==> config.mk <==
export PLATFORM = sky130hd
export DESIGN_NAME = mode_switch_ctl
export DESIGN_NICKNAME = d
export VERILOG_FILES = /design/src/include/mode_ctl_pkg.sv /design/src/design/input_debounce.sv /design/src/design/mode_switch_ctl.sv
export SDC_FILE = /design/constraint.sdc
export NUM_CORES = 1
export LEC_CHECK = 0
export BUFFER_PORTS_ARGS = -buffer_cell sky130_fd_sc_hd__buf_2
export CAP_MARGIN = 10
export CORE_AREA = 2 2 130 132
export CTS_CLUSTER_DIAMETER = 100
export DETAILED_ROUTE_END_ITERATION = 6
export DIE_AREA = 0 0 132 134
export GPL_ROUTABILITY_DRIVEN = 1
export PLACE_DENSITY = 0.79
export REMOVE_ABC_BUFFERS = 1
export SLEW_MARGIN = 20
export SYNTH_ARGS = -nofsm -noshare
export SYNTH_HDL_FRONTEND = slang
export SYNTH_SLANG_ARGS = --single-unit
==> constraint.sdc <==
create_clock -name I_REF_CLK -period 4.1 [get_ports I_REF_CLK]
set_clock_uncertainty 0.2 [all_clocks]
set_input_delay 1.025 -clock I_REF_CLK [delete_from_list [all_inputs] [get_ports I_REF_CLK]]
set_output_delay 1.025 -clock I_REF_CLK [all_outputs]
set_load 0.02 [all_outputs]
==> src/include/mode_ctl_pkg.sv <==
`default_nettype none
package mode_ctl_pkg;
    localparam int unsigned CLK_HZ = 20000000;
    localparam int unsigned MS_CYCLES = CLK_HZ / 1000;
    localparam int unsigned DEBOUNCE_MS = 10;
    localparam int unsigned WINDOW_MS = 5000;
    localparam int unsigned HALF_S_MS = 500;
    localparam int unsigned LONG_PRESS_MS = 5000;
    localparam int unsigned LAMP_AMBER_MS = 250;
    localparam int unsigned LAMP_GREEN_MS = 250;
    localparam int unsigned NET_RESET_MS = 10;
    localparam int unsigned BLINK_HALF_MS = 250;
    localparam logic [31:0] ADDR_CTRL = 32'h0000_0000;
    localparam logic [31:0] ADDR_STATUS = 32'h0000_0004;
    localparam logic [31:0] ADDR_IRQ_STAT = 32'h0000_0008;
    localparam logic [31:0] ADDR_IRQ_EN = 32'h0000_000C;
    localparam logic [31:0] ADDR_IRQ_CLR = 32'h0000_0010;
    localparam int unsigned CTRL_SW_EN = 0;
    localparam int unsigned CTRL_PROT_EN = 1;
    localparam int unsigned CTRL_PORT_LM = 2;
    localparam int unsigned CTRL_FATAL = 3;
    localparam int unsigned CTRL_NONFATAL = 4;
    localparam logic [4:0] CTRL_RESET = 5'h01;
    localparam int unsigned IRQ_W = 4;
    localparam int unsigned EV_FAULT_CLR = 0;
    localparam int unsigned EV_SHORT = 1;
    localparam int unsigned EV_LONG = 2;
    localparam int unsigned EV_WIN_END = 3;
    localparam logic [1:0] RESP_OKAY = 2'h0;
    localparam logic [1:0] RESP_SLVERR = 2'h2;
endpackage
`default_nettype wire

==> src/design/input_debounce.sv <==
`default_nettype none
module input_debounce (
    input wire logic i_clk,
    input wire logic i_arst_n,
    input wire logic i_ms_tick,
    input wire logic i_raw,
    output logic o_level
);
    logic sync1_ff;
    logic sync2_ff;
    logic [7:0] cnt_ff;

    always_ff @(posedge i_clk or negedge i_arst_n) begin
        if (!i_arst_n) begin
            sync1_ff <= 1'b0;
            sync2_ff <= 1'b0;
        end else begin
            sync1_ff <= i_raw;
            sync2_ff <= sync1_ff;
        end
    end

    // Level must hold steady for the whole debounce time
    always_ff @(posedge i_clk or negedge i_arst_n) begin
        if (!i_arst_n) begin
            cnt_ff <= 8'h00;
            o_level <= 1'b0;
        end else if (sync2_ff == o_level) begin
            cnt_ff <= 8'h00;
        end else if (i_ms_tick) begin
            if (cnt_ff == 8'(mode_ctl_pkg::DEBOUNCE_MS - 1)) begin
                o_level <= sync2_ff;
                cnt_ff <= 8'h00;
            end else begin
                cnt_ff <= cnt_ff + 8'h01;
            end
        end
    end
endmodule
`default_nettype wire

==> src/design/mode_switch_ctl.sv <==
`default_nettype none
// How it works
// - With switch selection enabled, switch position chooses Run or Stop.
// - With protection enabled, switch in Stop blocks memory writes and forcing.
// - Reset leaves switch selection on and memory protection off.
// - Nonfatal faults only: Run position enters Run at once, faults kept.
// - Stop-faulted with fatal faults: Run position opens a 5 s blink window.
// - Run half second, Stop half second, Run again clears faults, enters Run.
// - Window expiry without toggle: indicator off, stay stop-faulted, faults kept.
// - Press under 5 s resets network, tests lamps, raises the short-press interrupt event.
// - Press of 5 s or more toggles serial port into forced local management.
// - Port configured for local management is never toggled to controller protocols.
// - Forced port mode lasts until power cycle or next long press.
// - Lamp test shows network lamps amber briefly, then green.
module mode_switch_ctl #(
    parameter int unsigned MS_CYCLES = mode_ctl_pkg::MS_CYCLES
) (
    input wire logic I_REF_CLK,
    input wire logic I_ARST_N,
    input wire logic I_SW_RUN,
    input wire logic I_RESTART_BTN,
    input wire logic [31:0] S_AXI_AWADDR,
    input wire logic S_AXI_AWVALID,
    output logic S_AXI_AWREADY,
    input wire logic [31:0] S_AXI_WDATA,
    input wire logic [3:0] S_AXI_WSTRB,
    input wire logic S_AXI_WVALID,
    output logic S_AXI_WREADY,
    output logic [1:0] S_AXI_BRESP,
    output logic S_AXI_BVALID,
    input wire logic S_AXI_BREADY,
    input wire logic [31:0] S_AXI_ARADDR,
    input wire logic S_AXI_ARVALID,
    output logic S_AXI_ARREADY,
    output logic [31:0] S_AXI_RDATA,
    output logic [1:0] S_AXI_RRESP,
    output logic S_AXI_RVALID,
    input wire logic S_AXI_RREADY,
    output logic O_RUN_MODE,
    output logic O_RUN_LED,
    output logic O_FAULT_CLEAR,
    output logic O_MEM_WRITE_BLOCK,
    output logic O_FORCE_BLOCK,
    output logic O_NET_RESET,
    output logic O_NET_LED_AMBER,
    output logic O_NET_LED_GREEN,
    output logic O_PORT_LOCAL_MGR,
    output logic O_IRQ
);
    typedef enum logic [4:0] {
        ST_STOP = 5'h01,
        ST_RUN = 5'h02,
        ST_WIN_RUN = 5'h04,
        ST_WIN_STOP = 5'h08,
        ST_FAULTED = 5'h10
    } mode_t;

    typedef enum logic [3:0] {
        NS_IDLE = 4'h1,
        NS_RESET = 4'h2,
        NS_AMBER = 4'h4,
        NS_GREEN = 4'h8
    } net_t;

    logic [15:0] pre_ff;
    logic ms_tick;
    logic sw_run;
    logic btn;
    logic [4:0] ctrl_ff;
    logic [3:0] irq_stat_ff;
    logic [3:0] irq_en_ff;
    logic [3:0] ev;
    mode_t mode_ff;
    logic [12:0] win_ms_ff;
    logic [12:0] hold_ms_ff;
    logic [12:0] press_ms_ff;
    logic btn_d_ff;
    logic long_done_ff;
    logic forced_ff;
    net_t net_ff;
    logic [12:0] net_ms_ff;
    logic [7:0] blink_ms_ff;
    logic blink_ff;
    logic aw_ok_ff;
    logic w_ok_ff;
    logic [31:0] awaddr_ff;
    logic [31:0] wdata_ff;
    logic [3:0] wstrb_ff;
    logic wr_fire;
    logic sw_en;
    logic short_ev;
    logic long_ev;
    logic win_end;
    logic clr_ev;
    logic half_done;

    function automatic logic [12:0] ms(input int unsigned v);
        return 13'(v);
    endfunction

    // Millisecond timebase from the reference clock
    always_ff @(posedge I_REF_CLK or negedge I_ARST_N) begin
        if (!I_ARST_N) begin
            pre_ff <= 16'h0000;
        end else if (pre_ff == 16'(MS_CYCLES - 1)) begin
            pre_ff <= 16'h0000;
        end else begin
            pre_ff <= pre_ff + 16'h0001;
        end
    end
    assign ms_tick = (pre_ff == 16'(MS_CYCLES - 1));

    input_debounce u_sw_db (
        .i_clk(I_REF_CLK),
        .i_arst_n(I_ARST_N),
        .i_ms_tick(ms_tick),
        .i_raw(I_SW_RUN),
        .o_level(sw_run)
    );

    input_debounce u_btn_db (
        .i_clk(I_REF_CLK),
        .i_arst_n(I_ARST_N),
        .i_ms_tick(ms_tick),
        .i_raw(I_RESTART_BTN),
        .o_level(btn)
    );

    assign sw_en = ctrl_ff[mode_ctl_pkg::CTRL_SW_EN];
    assign half_done = (hold_ms_ff >= ms(mode_ctl_pkg::HALF_S_MS));

    // Operating mode sequencer
    always_ff @(posedge I_REF_CLK or negedge I_ARST_N) begin
        if (!I_ARST_N) begin
            mode_ff <= ST_STOP;
        end else if (!sw_en) begin
            mode_ff <= ST_STOP;
        end else begin
            unique case (mode_ff)
                ST_STOP: begin
                    if (sw_run && ctrl_ff[mode_ctl_pkg::CTRL_FATAL]) begin
                        mode_ff <= ST_WIN_RUN;
                    end else if (sw_run) begin
                        mode_ff <= ST_RUN;
                    end
                end
                ST_RUN: begin
                    if (!sw_run) begin
                        mode_ff <= ST_STOP;
                    end
                end
                ST_WIN_RUN: begin
                    if (win_end) begin
                        mode_ff <= ST_FAULTED;
                    end else if (!sw_run && half_done) begin
                        mode_ff <= ST_WIN_STOP;
                    end
                end
                ST_WIN_STOP: begin
                    if (win_end) begin
                        mode_ff <= ST_FAULTED;
                    end else if (sw_run && half_done) begin
                        mode_ff <= ST_RUN;
                    end else if (sw_run) begin
                        mode_ff <= ST_WIN_RUN;
                    end
                end
                ST_FAULTED: begin
                    if (!sw_run) begin
                        mode_ff <= ST_STOP;
                    end
                end
            endcase
        end
    end

    assign clr_ev = (mode_ff == ST_WIN_STOP) && sw_run && half_done && !win_end && sw_en;
    assign win_end = (win_ms_ff == ms(mode_ctl_pkg::WINDOW_MS)) && ms_tick;

    // Blink window and per-position hold timers
    always_ff @(posedge I_REF_CLK or negedge I_ARST_N) begin
        if (!I_ARST_N) begin
            win_ms_ff <= 13'h0000;
            hold_ms_ff <= 13'h0000;
        end else if (mode_ff != ST_WIN_RUN && mode_ff != ST_WIN_STOP) begin
            win_ms_ff <= 13'h0000;
            hold_ms_ff <= 13'h0000;
        end else begin
            if (ms_tick && win_ms_ff != ms(mode_ctl_pkg::WINDOW_MS)) begin
                win_ms_ff <= win_ms_ff + 13'h0001;
            end
            if (sw_run != (mode_ff == ST_WIN_RUN)) begin
                hold_ms_ff <= 13'h0000;
            end else if (ms_tick && !half_done) begin
                hold_ms_ff <= hold_ms_ff + 13'h0001;
            end
        end
    end

    always_ff @(posedge I_REF_CLK or negedge I_ARST_N) begin
        if (!I_ARST_N) begin
            blink_ms_ff <= 8'h00;
            blink_ff <= 1'b0;
        end else if (ms_tick) begin
            if (blink_ms_ff == 8'(mode_ctl_pkg::BLINK_HALF_MS - 1)) begin
                blink_ms_ff <= 8'h00;
                blink_ff <= !blink_ff;
            end else begin
                blink_ms_ff <= blink_ms_ff + 8'h01;
            end
        end
    end

    always_ff @(posedge I_REF_CLK or negedge I_ARST_N) begin
        if (!I_ARST_N) begin
            O_RUN_MODE <= 1'b0;
            O_RUN_LED <= 1'b0;
            O_FAULT_CLEAR <= 1'b0;
            O_MEM_WRITE_BLOCK <= 1'b0;
            O_FORCE_BLOCK <= 1'b0;
        end else begin
            O_RUN_MODE <= (mode_ff == ST_RUN);
            O_RUN_LED <= (mode_ff == ST_RUN) ||
                ((mode_ff == ST_WIN_RUN || mode_ff == ST_WIN_STOP) && blink_ff);
            O_FAULT_CLEAR <= clr_ev;
            O_MEM_WRITE_BLOCK <= ctrl_ff[mode_ctl_pkg::CTRL_PROT_EN] && !sw_run;
            O_FORCE_BLOCK <= ctrl_ff[mode_ctl_pkg::CTRL_PROT_EN] && !sw_run;
        end
    end

    // Press timing; long press is decided the moment 5 s is reached
    assign long_ev = btn && !long_done_ff && (press_ms_ff == ms(mode_ctl_pkg::LONG_PRESS_MS));
    assign short_ev = !btn && btn_d_ff && !long_done_ff;

    always_ff @(posedge I_REF_CLK or negedge I_ARST_N) begin
        if (!I_ARST_N) begin
            press_ms_ff <= 13'h0000;
            btn_d_ff <= 1'b0;
            long_done_ff <= 1'b0;
        end else begin
            btn_d_ff <= btn;
            if (!btn) begin
                press_ms_ff <= 13'h0000;
                long_done_ff <= 1'b0;
            end else begin
                if (ms_tick && press_ms_ff != ms(mode_ctl_pkg::LONG_PRESS_MS)) begin
                    press_ms_ff <= press_ms_ff + 13'h0001;
                end
                if (long_ev) begin
                    long_done_ff <= 1'b1;
                end
            end
        end
    end

    always_ff @(posedge I_REF_CLK or negedge I_ARST_N) begin
        if (!I_ARST_N) begin
            forced_ff <= 1'b0;
        end else if (long_ev && !ctrl_ff[mode_ctl_pkg::CTRL_PORT_LM]) begin
            forced_ff <= !forced_ff;
        end
    end

    // Local management by configuration always wins
    always_ff @(posedge I_REF_CLK or negedge I_ARST_N) begin
        if (!I_ARST_N) begin
            O_PORT_LOCAL_MGR <= 1'b0;
        end else begin
            O_PORT_LOCAL_MGR <= ctrl_ff[mode_ctl_pkg::CTRL_PORT_LM] || forced_ff;
        end
    end

    // Network restart: reset pulse, then amber, then green lamp test
    always_ff @(posedge I_REF_CLK or negedge I_ARST_N) begin
        if (!I_ARST_N) begin
            net_ff <= NS_IDLE;
            net_ms_ff <= 13'h0000;
        end else if (short_ev) begin
            net_ff <= NS_RESET;
            net_ms_ff <= 13'h0000;
        end else if (ms_tick) begin
            net_ms_ff <= net_ms_ff + 13'h0001;
            unique case (net_ff)
                NS_IDLE: begin
                    net_ms_ff <= 13'h0000;
                end
                NS_RESET: begin
                    if (net_ms_ff == ms(mode_ctl_pkg::NET_RESET_MS - 1)) begin
                        net_ff <= NS_AMBER;
                        net_ms_ff <= 13'h0000;
                    end
                end
                NS_AMBER: begin
                    if (net_ms_ff == ms(mode_ctl_pkg::LAMP_AMBER_MS - 1)) begin
                        net_ff <= NS_GREEN;
                        net_ms_ff <= 13'h0000;
                    end
                end
                NS_GREEN: begin
                    if (net_ms_ff == ms(mode_ctl_pkg::LAMP_GREEN_MS - 1)) begin
                        net_ff <= NS_IDLE;
                        net_ms_ff <= 13'h0000;
                    end
                end
            endcase
        end
    end

    always_ff @(posedge I_REF_CLK or negedge I_ARST_N) begin
        if (!I_ARST_N) begin
            O_NET_RESET <= 1'b0;
            O_NET_LED_AMBER <= 1'b0;
            O_NET_LED_GREEN <= 1'b0;
        end else begin
            O_NET_RESET <= (net_ff == NS_RESET);
            O_NET_LED_AMBER <= (net_ff == NS_AMBER);
            O_NET_LED_GREEN <= (net_ff == NS_GREEN);
        end
    end

    // AXI4-Lite write path
    assign S_AXI_AWREADY = !aw_ok_ff && !S_AXI_BVALID;
    assign S_AXI_WREADY = !w_ok_ff && !S_AXI_BVALID;
    assign wr_fire = aw_ok_ff && w_ok_ff;

    always_ff @(posedge I_REF_CLK or negedge I_ARST_N) begin
        if (!I_ARST_N) begin
            aw_ok_ff <= 1'b0;
            w_ok_ff <= 1'b0;
            awaddr_ff <= 32'h0000_0000;
            wdata_ff <= 32'h0000_0000;
            wstrb_ff <= 4'h0;
            S_AXI_BVALID <= 1'b0;
            S_AXI_BRESP <= mode_ctl_pkg::RESP_OKAY;
        end else begin
            if (S_AXI_AWVALID && S_AXI_AWREADY) begin
                aw_ok_ff <= 1'b1;
                awaddr_ff <= S_AXI_AWADDR;
            end
            if (S_AXI_WVALID && S_AXI_WREADY) begin
                w_ok_ff <= 1'b1;
                wdata_ff <= S_AXI_WDATA;
                wstrb_ff <= S_AXI_WSTRB;
            end
            if (wr_fire) begin
                aw_ok_ff <= 1'b0;
                w_ok_ff <= 1'b0;
                S_AXI_BVALID <= 1'b1;
                unique case (awaddr_ff[7:0])
                    mode_ctl_pkg::ADDR_CTRL[7:0], mode_ctl_pkg::ADDR_IRQ_EN[7:0],
                    mode_ctl_pkg::ADDR_IRQ_CLR[7:0]: S_AXI_BRESP <= mode_ctl_pkg::RESP_OKAY;
                    default: S_AXI_BRESP <= mode_ctl_pkg::RESP_SLVERR;
                endcase
            end else if (S_AXI_BVALID && S_AXI_BREADY) begin
                S_AXI_BVALID <= 1'b0;
            end
        end
    end

    always_ff @(posedge I_REF_CLK or negedge I_ARST_N) begin
        if (!I_ARST_N) begin
            ctrl_ff <= mode_ctl_pkg::CTRL_RESET;
            irq_en_ff <= 4'h0;
        end else if (wr_fire && wstrb_ff[0]) begin
            if (awaddr_ff == mode_ctl_pkg::ADDR_CTRL) begin
                ctrl_ff <= wdata_ff[4:0];
            end
            if (awaddr_ff == mode_ctl_pkg::ADDR_IRQ_EN) begin
                irq_en_ff <= wdata_ff[3:0];
            end
        end else if (clr_ev) begin
            // Fault table cleared, fatal flag follows
            ctrl_ff[mode_ctl_pkg::CTRL_FATAL] <= 1'b0;
            ctrl_ff[mode_ctl_pkg::CTRL_NONFATAL] <= 1'b0;
        end
    end

    // Sticky events; a new event beats a clear in the same cycle
    assign ev = {win_end && sw_en, long_ev, short_ev, clr_ev};

    always_ff @(posedge I_REF_CLK or negedge I_ARST_N) begin
        if (!I_ARST_N) begin
            irq_stat_ff <= 4'h0;
        end else if (wr_fire && wstrb_ff[0] && awaddr_ff == mode_ctl_pkg::ADDR_IRQ_CLR) begin
            irq_stat_ff <= (irq_stat_ff & ~wdata_ff[3:0]) | ev;
        end else begin
            irq_stat_ff <= irq_stat_ff | ev;
        end
    end
    assign O_IRQ = |(irq_stat_ff & irq_en_ff);

    // AXI4-Lite read path
    assign S_AXI_ARREADY = !S_AXI_RVALID;

    always_ff @(posedge I_REF_CLK or negedge I_ARST_N) begin
        if (!I_ARST_N) begin
            S_AXI_RVALID <= 1'b0;
            S_AXI_RDATA <= 32'h0000_0000;
            S_AXI_RRESP <= mode_ctl_pkg::RESP_OKAY;
        end else if (S_AXI_ARVALID && S_AXI_ARREADY) begin
            S_AXI_RVALID <= 1'b1;
            S_AXI_RRESP <= mode_ctl_pkg::RESP_OKAY;
            unique case (S_AXI_ARADDR[7:0])
                mode_ctl_pkg::ADDR_CTRL[7:0]: S_AXI_RDATA <= {27'h0, ctrl_ff};
                mode_ctl_pkg::ADDR_STATUS[7:0]: S_AXI_RDATA <= {23'h0, net_ff, mode_ff};
                mode_ctl_pkg::ADDR_IRQ_STAT[7:0]: S_AXI_RDATA <= {28'h0, irq_stat_ff};
                mode_ctl_pkg::ADDR_IRQ_EN[7:0]: S_AXI_RDATA <= {28'h0, irq_en_ff};
                mode_ctl_pkg::ADDR_IRQ_CLR[7:0]: S_AXI_RDATA <= 32'h0000_0000;
                default: begin
                    S_AXI_RDATA <= 32'h0000_0000;
                    S_AXI_RRESP <= mode_ctl_pkg::RESP_SLVERR;
                end
            endcase
        end else if (S_AXI_RVALID && S_AXI_RREADY) begin
            S_AXI_RVALID <= 1'b0;
        end
    end
endmodule
`default_nettype wire

==> out/metrics.cfg <==
[global_route]
grt_max_degree=98
grt_usage=0.218
overflow=0
first_global_vias=6470
grt_pass1_wl_mm=31.1
grt_antenna_before_repair=0

[setup_path]
r2r_start=pre_ff[5]
crit_fanout=7
critPathCaptureType=register
path_class=register to register
rr_worst_depth=5
r2r-end=hold_ms_ff[7]
regToRegSetupSlack_ns=0.90
worstPathArrival_ns=3.37
crit_path_end=hold_ms_ff[7]
worstSetupStartpoint=pre_ff[5]
worst_setup_path_start_kind=register
crit_required_ns=4.26

[yosys]
syn-cell-area_mm2=0.00901
async_flop_share=1.00
avgSynthCellArea_um2=10.2
synth_cells=880
ys.flop_type=dfrtp_1
synth_edf_count=0
seq_area_frac_synth=0.514
synth-seq-cells=185
ys_types=59
synth_warnings=0

[route]
viasPerCell=5.73
drt_iter0_drc=392
dr.pass1.iters=7
drt-total-wl_mm=18.5
wl_per_cell_um=15.5
drc=0
vias=6824
ant_nets=0

[timing]
fmax_mhz=312
layout_worst_path_cycle_share=0.781
slew_headroom=0.472
hold_violations=0
rsz0062_at_grt=no
worstMarginPinSlew_ns=0.785
layout_min_cycle_time_ns=3.20
slew_viol_final=0
setup_viol_count_final=0
fin_setup_tns_ns=0

[floorplan]
dieHeight_um=134
core_area_mm2=0.0163
die_w_um=132
initial_core_util=0.553
num_rows=47
die_area_mm2=0.0177
ios=160

[worst_hold_path]
hold_class=register to register

[status]
outcome=finished, final reports clean

[pwr]
finalPower_mw=4.32
p_per_area_mw_per_mm2=425
p_leak_nw=4.53
irDropWorstVdd_mv=0.329

[cells_and_area]
fin_nets=1081
most-common-layout-cells=dfrtp_1 (182), nand2_1 (84), buf_2 (79)
n_antenna_cell=0
layout_commonest_cell=dfrtp_1
seqCellArea_mm2=0.00463
fillers=1301
multi_input_area_mm2=0.00404
synthToLayoutAreaGrowth_pct=12.9
layout-drive-gt1-share=0.191

[placed_design]
gp_congestion=0.842
hpwl_mm=12.7
port_buffers=80

[clocking]
h-tree-depth=4
clk_path_buf_depth=2
cts_resized=0
cts.root.buffer_cell=clkbuf_16
cts.clk_slew.worst_paths_ns=0.08
hold_buffers=0
insertion_delay_ns=0.44
cts_buffers=17
cts_setup_buffers=0
cts_tree=yes
cts_sinks=185

[run]
cap_violations=0

-- cell families after synthesis --
group                    Yosys count  synth area share
AO/OA/AOI/OAI                    136            0.0928
flip-flops                       185             0.514
buffers and inverters             88            0.0476
other                              1          0.000416
multiplexers                      56            0.0743
adder cells (fa/ha/maj)           15            0.0208
AND/OR/NAND/NOR                  352             0.204
XOR/XNOR                          47            0.0457
-- registers in the layout, summed over array words and instances, names as in the netlist, 5 cells and up --
| register | cells |
|---|---|
| u_btn_db.cnt_ff | 8 |
| awaddr_ff | 32 |
| ctrl_ff | 5 |
| press_ms_ff | 13 |
| net_ms_ff | 13 |
| pre_ff | 16 |
| win_ms_ff | 13 |
| mode_ff | 5 |
| u_sw_db.cnt_ff | 8 |
| blink_ms_ff | 8 |
| wdata_ff | 5 |
| hold_ms_ff | 13 |
| S_AXI_RDATA | 9 |
-- Yosys cell counts (19+ instances only) --
cell | count | area (um2)
o21ai_0 | 49 | 245
mux2_2 | 47 | 529
inv_1 | 30 | 113
a21oi_1 | 27 | 135
nand3_1 | 45 | 225
xnor2_1 | 22 | 193
nor2_1 | 68 | 255
and3_1 | 19 | 119
nor3_1 | 20 | 100
xor2_1 | 25 | 219
nand2_1 | 84 | 315
nand4_1 | 25 | 156
dfrtp_1 | 182 | 4550
clkbuf_1 | 30 | 113
buf_4 | 26 | 195
-- power breakdown --
group | leakage, nW | internal, mW | switching, mW | total, mW
clock | 0.285 | 0.819 | 0.789 | 1.61
sequential | 2.45 | 2.04 | 0.139 | 2.18
combinational | 1.79 | 0.266 | 0.265 | 0.531
-- metal layers --
layer,part of all wire,vias up,track usage
met4,0.010,0,0.0640
li1,-,3253,-
met3,0.041,18,0.0457
met5,0,-,0
met1,0.44,3389,0.281
met2,0.51,164,0.374
-- cell type report --
type,count,share of cell area
clock inverter,15,0.0162
inverter,30,0.0111
clock buffer,17,0.0418
sequential,185,0.456
timing repair buffer,92,0.0503
tap,220,0.0271
multi-input combinational,631,0.398
-- stage by stage --
step	hold slack [ns]	setup slack (ns)	util	cell area [um2]	std cells
final	0.158	0.898	0.624	10200	1190
after global routing	0.169	0.782	0.624	10200	1190
after detailed placement	0.141	0.882	0.588	9580	1158
after floorplan	0.131	-0.137	-	8780	846
after global placement	0.136	0.865	0.588	9580	1158
after CTS	0.160	0.911	0.624	10200	1190
-- worst max-delay path, stage by stage (launching register included) --
cell and delay (ns):
dfrtp_1 0.44, or4b_4 0.60, or4_4 0.58, or4_1 0.64, or4_1 0.52, a21oi_1 0.15
-- worst min path at each step --
| stage | start | to | cells past startpoint |
|---|---|---|---|
| floorplan | u_btn_db.sync1_ff | u_btn_db.sync2_ff | 0 |
| global placement | u_btn_db.sync1_ff | u_btn_db.sync2_ff | 0 |
| detailed placement | u_sw_db.sync1_ff | u_sw_db.sync2_ff | 0 |
| CTS | u_btn_db.sync1_ff | u_btn_db.sync2_ff | 0 |
| global route | u_btn_db.sync1_ff | u_btn_db.sync2_ff | 0 |
| finish | u_btn_db.sync1_ff | u_btn_db.sync2_ff | 0 |
Note: power is estimated with default switching activity, not from simulation.
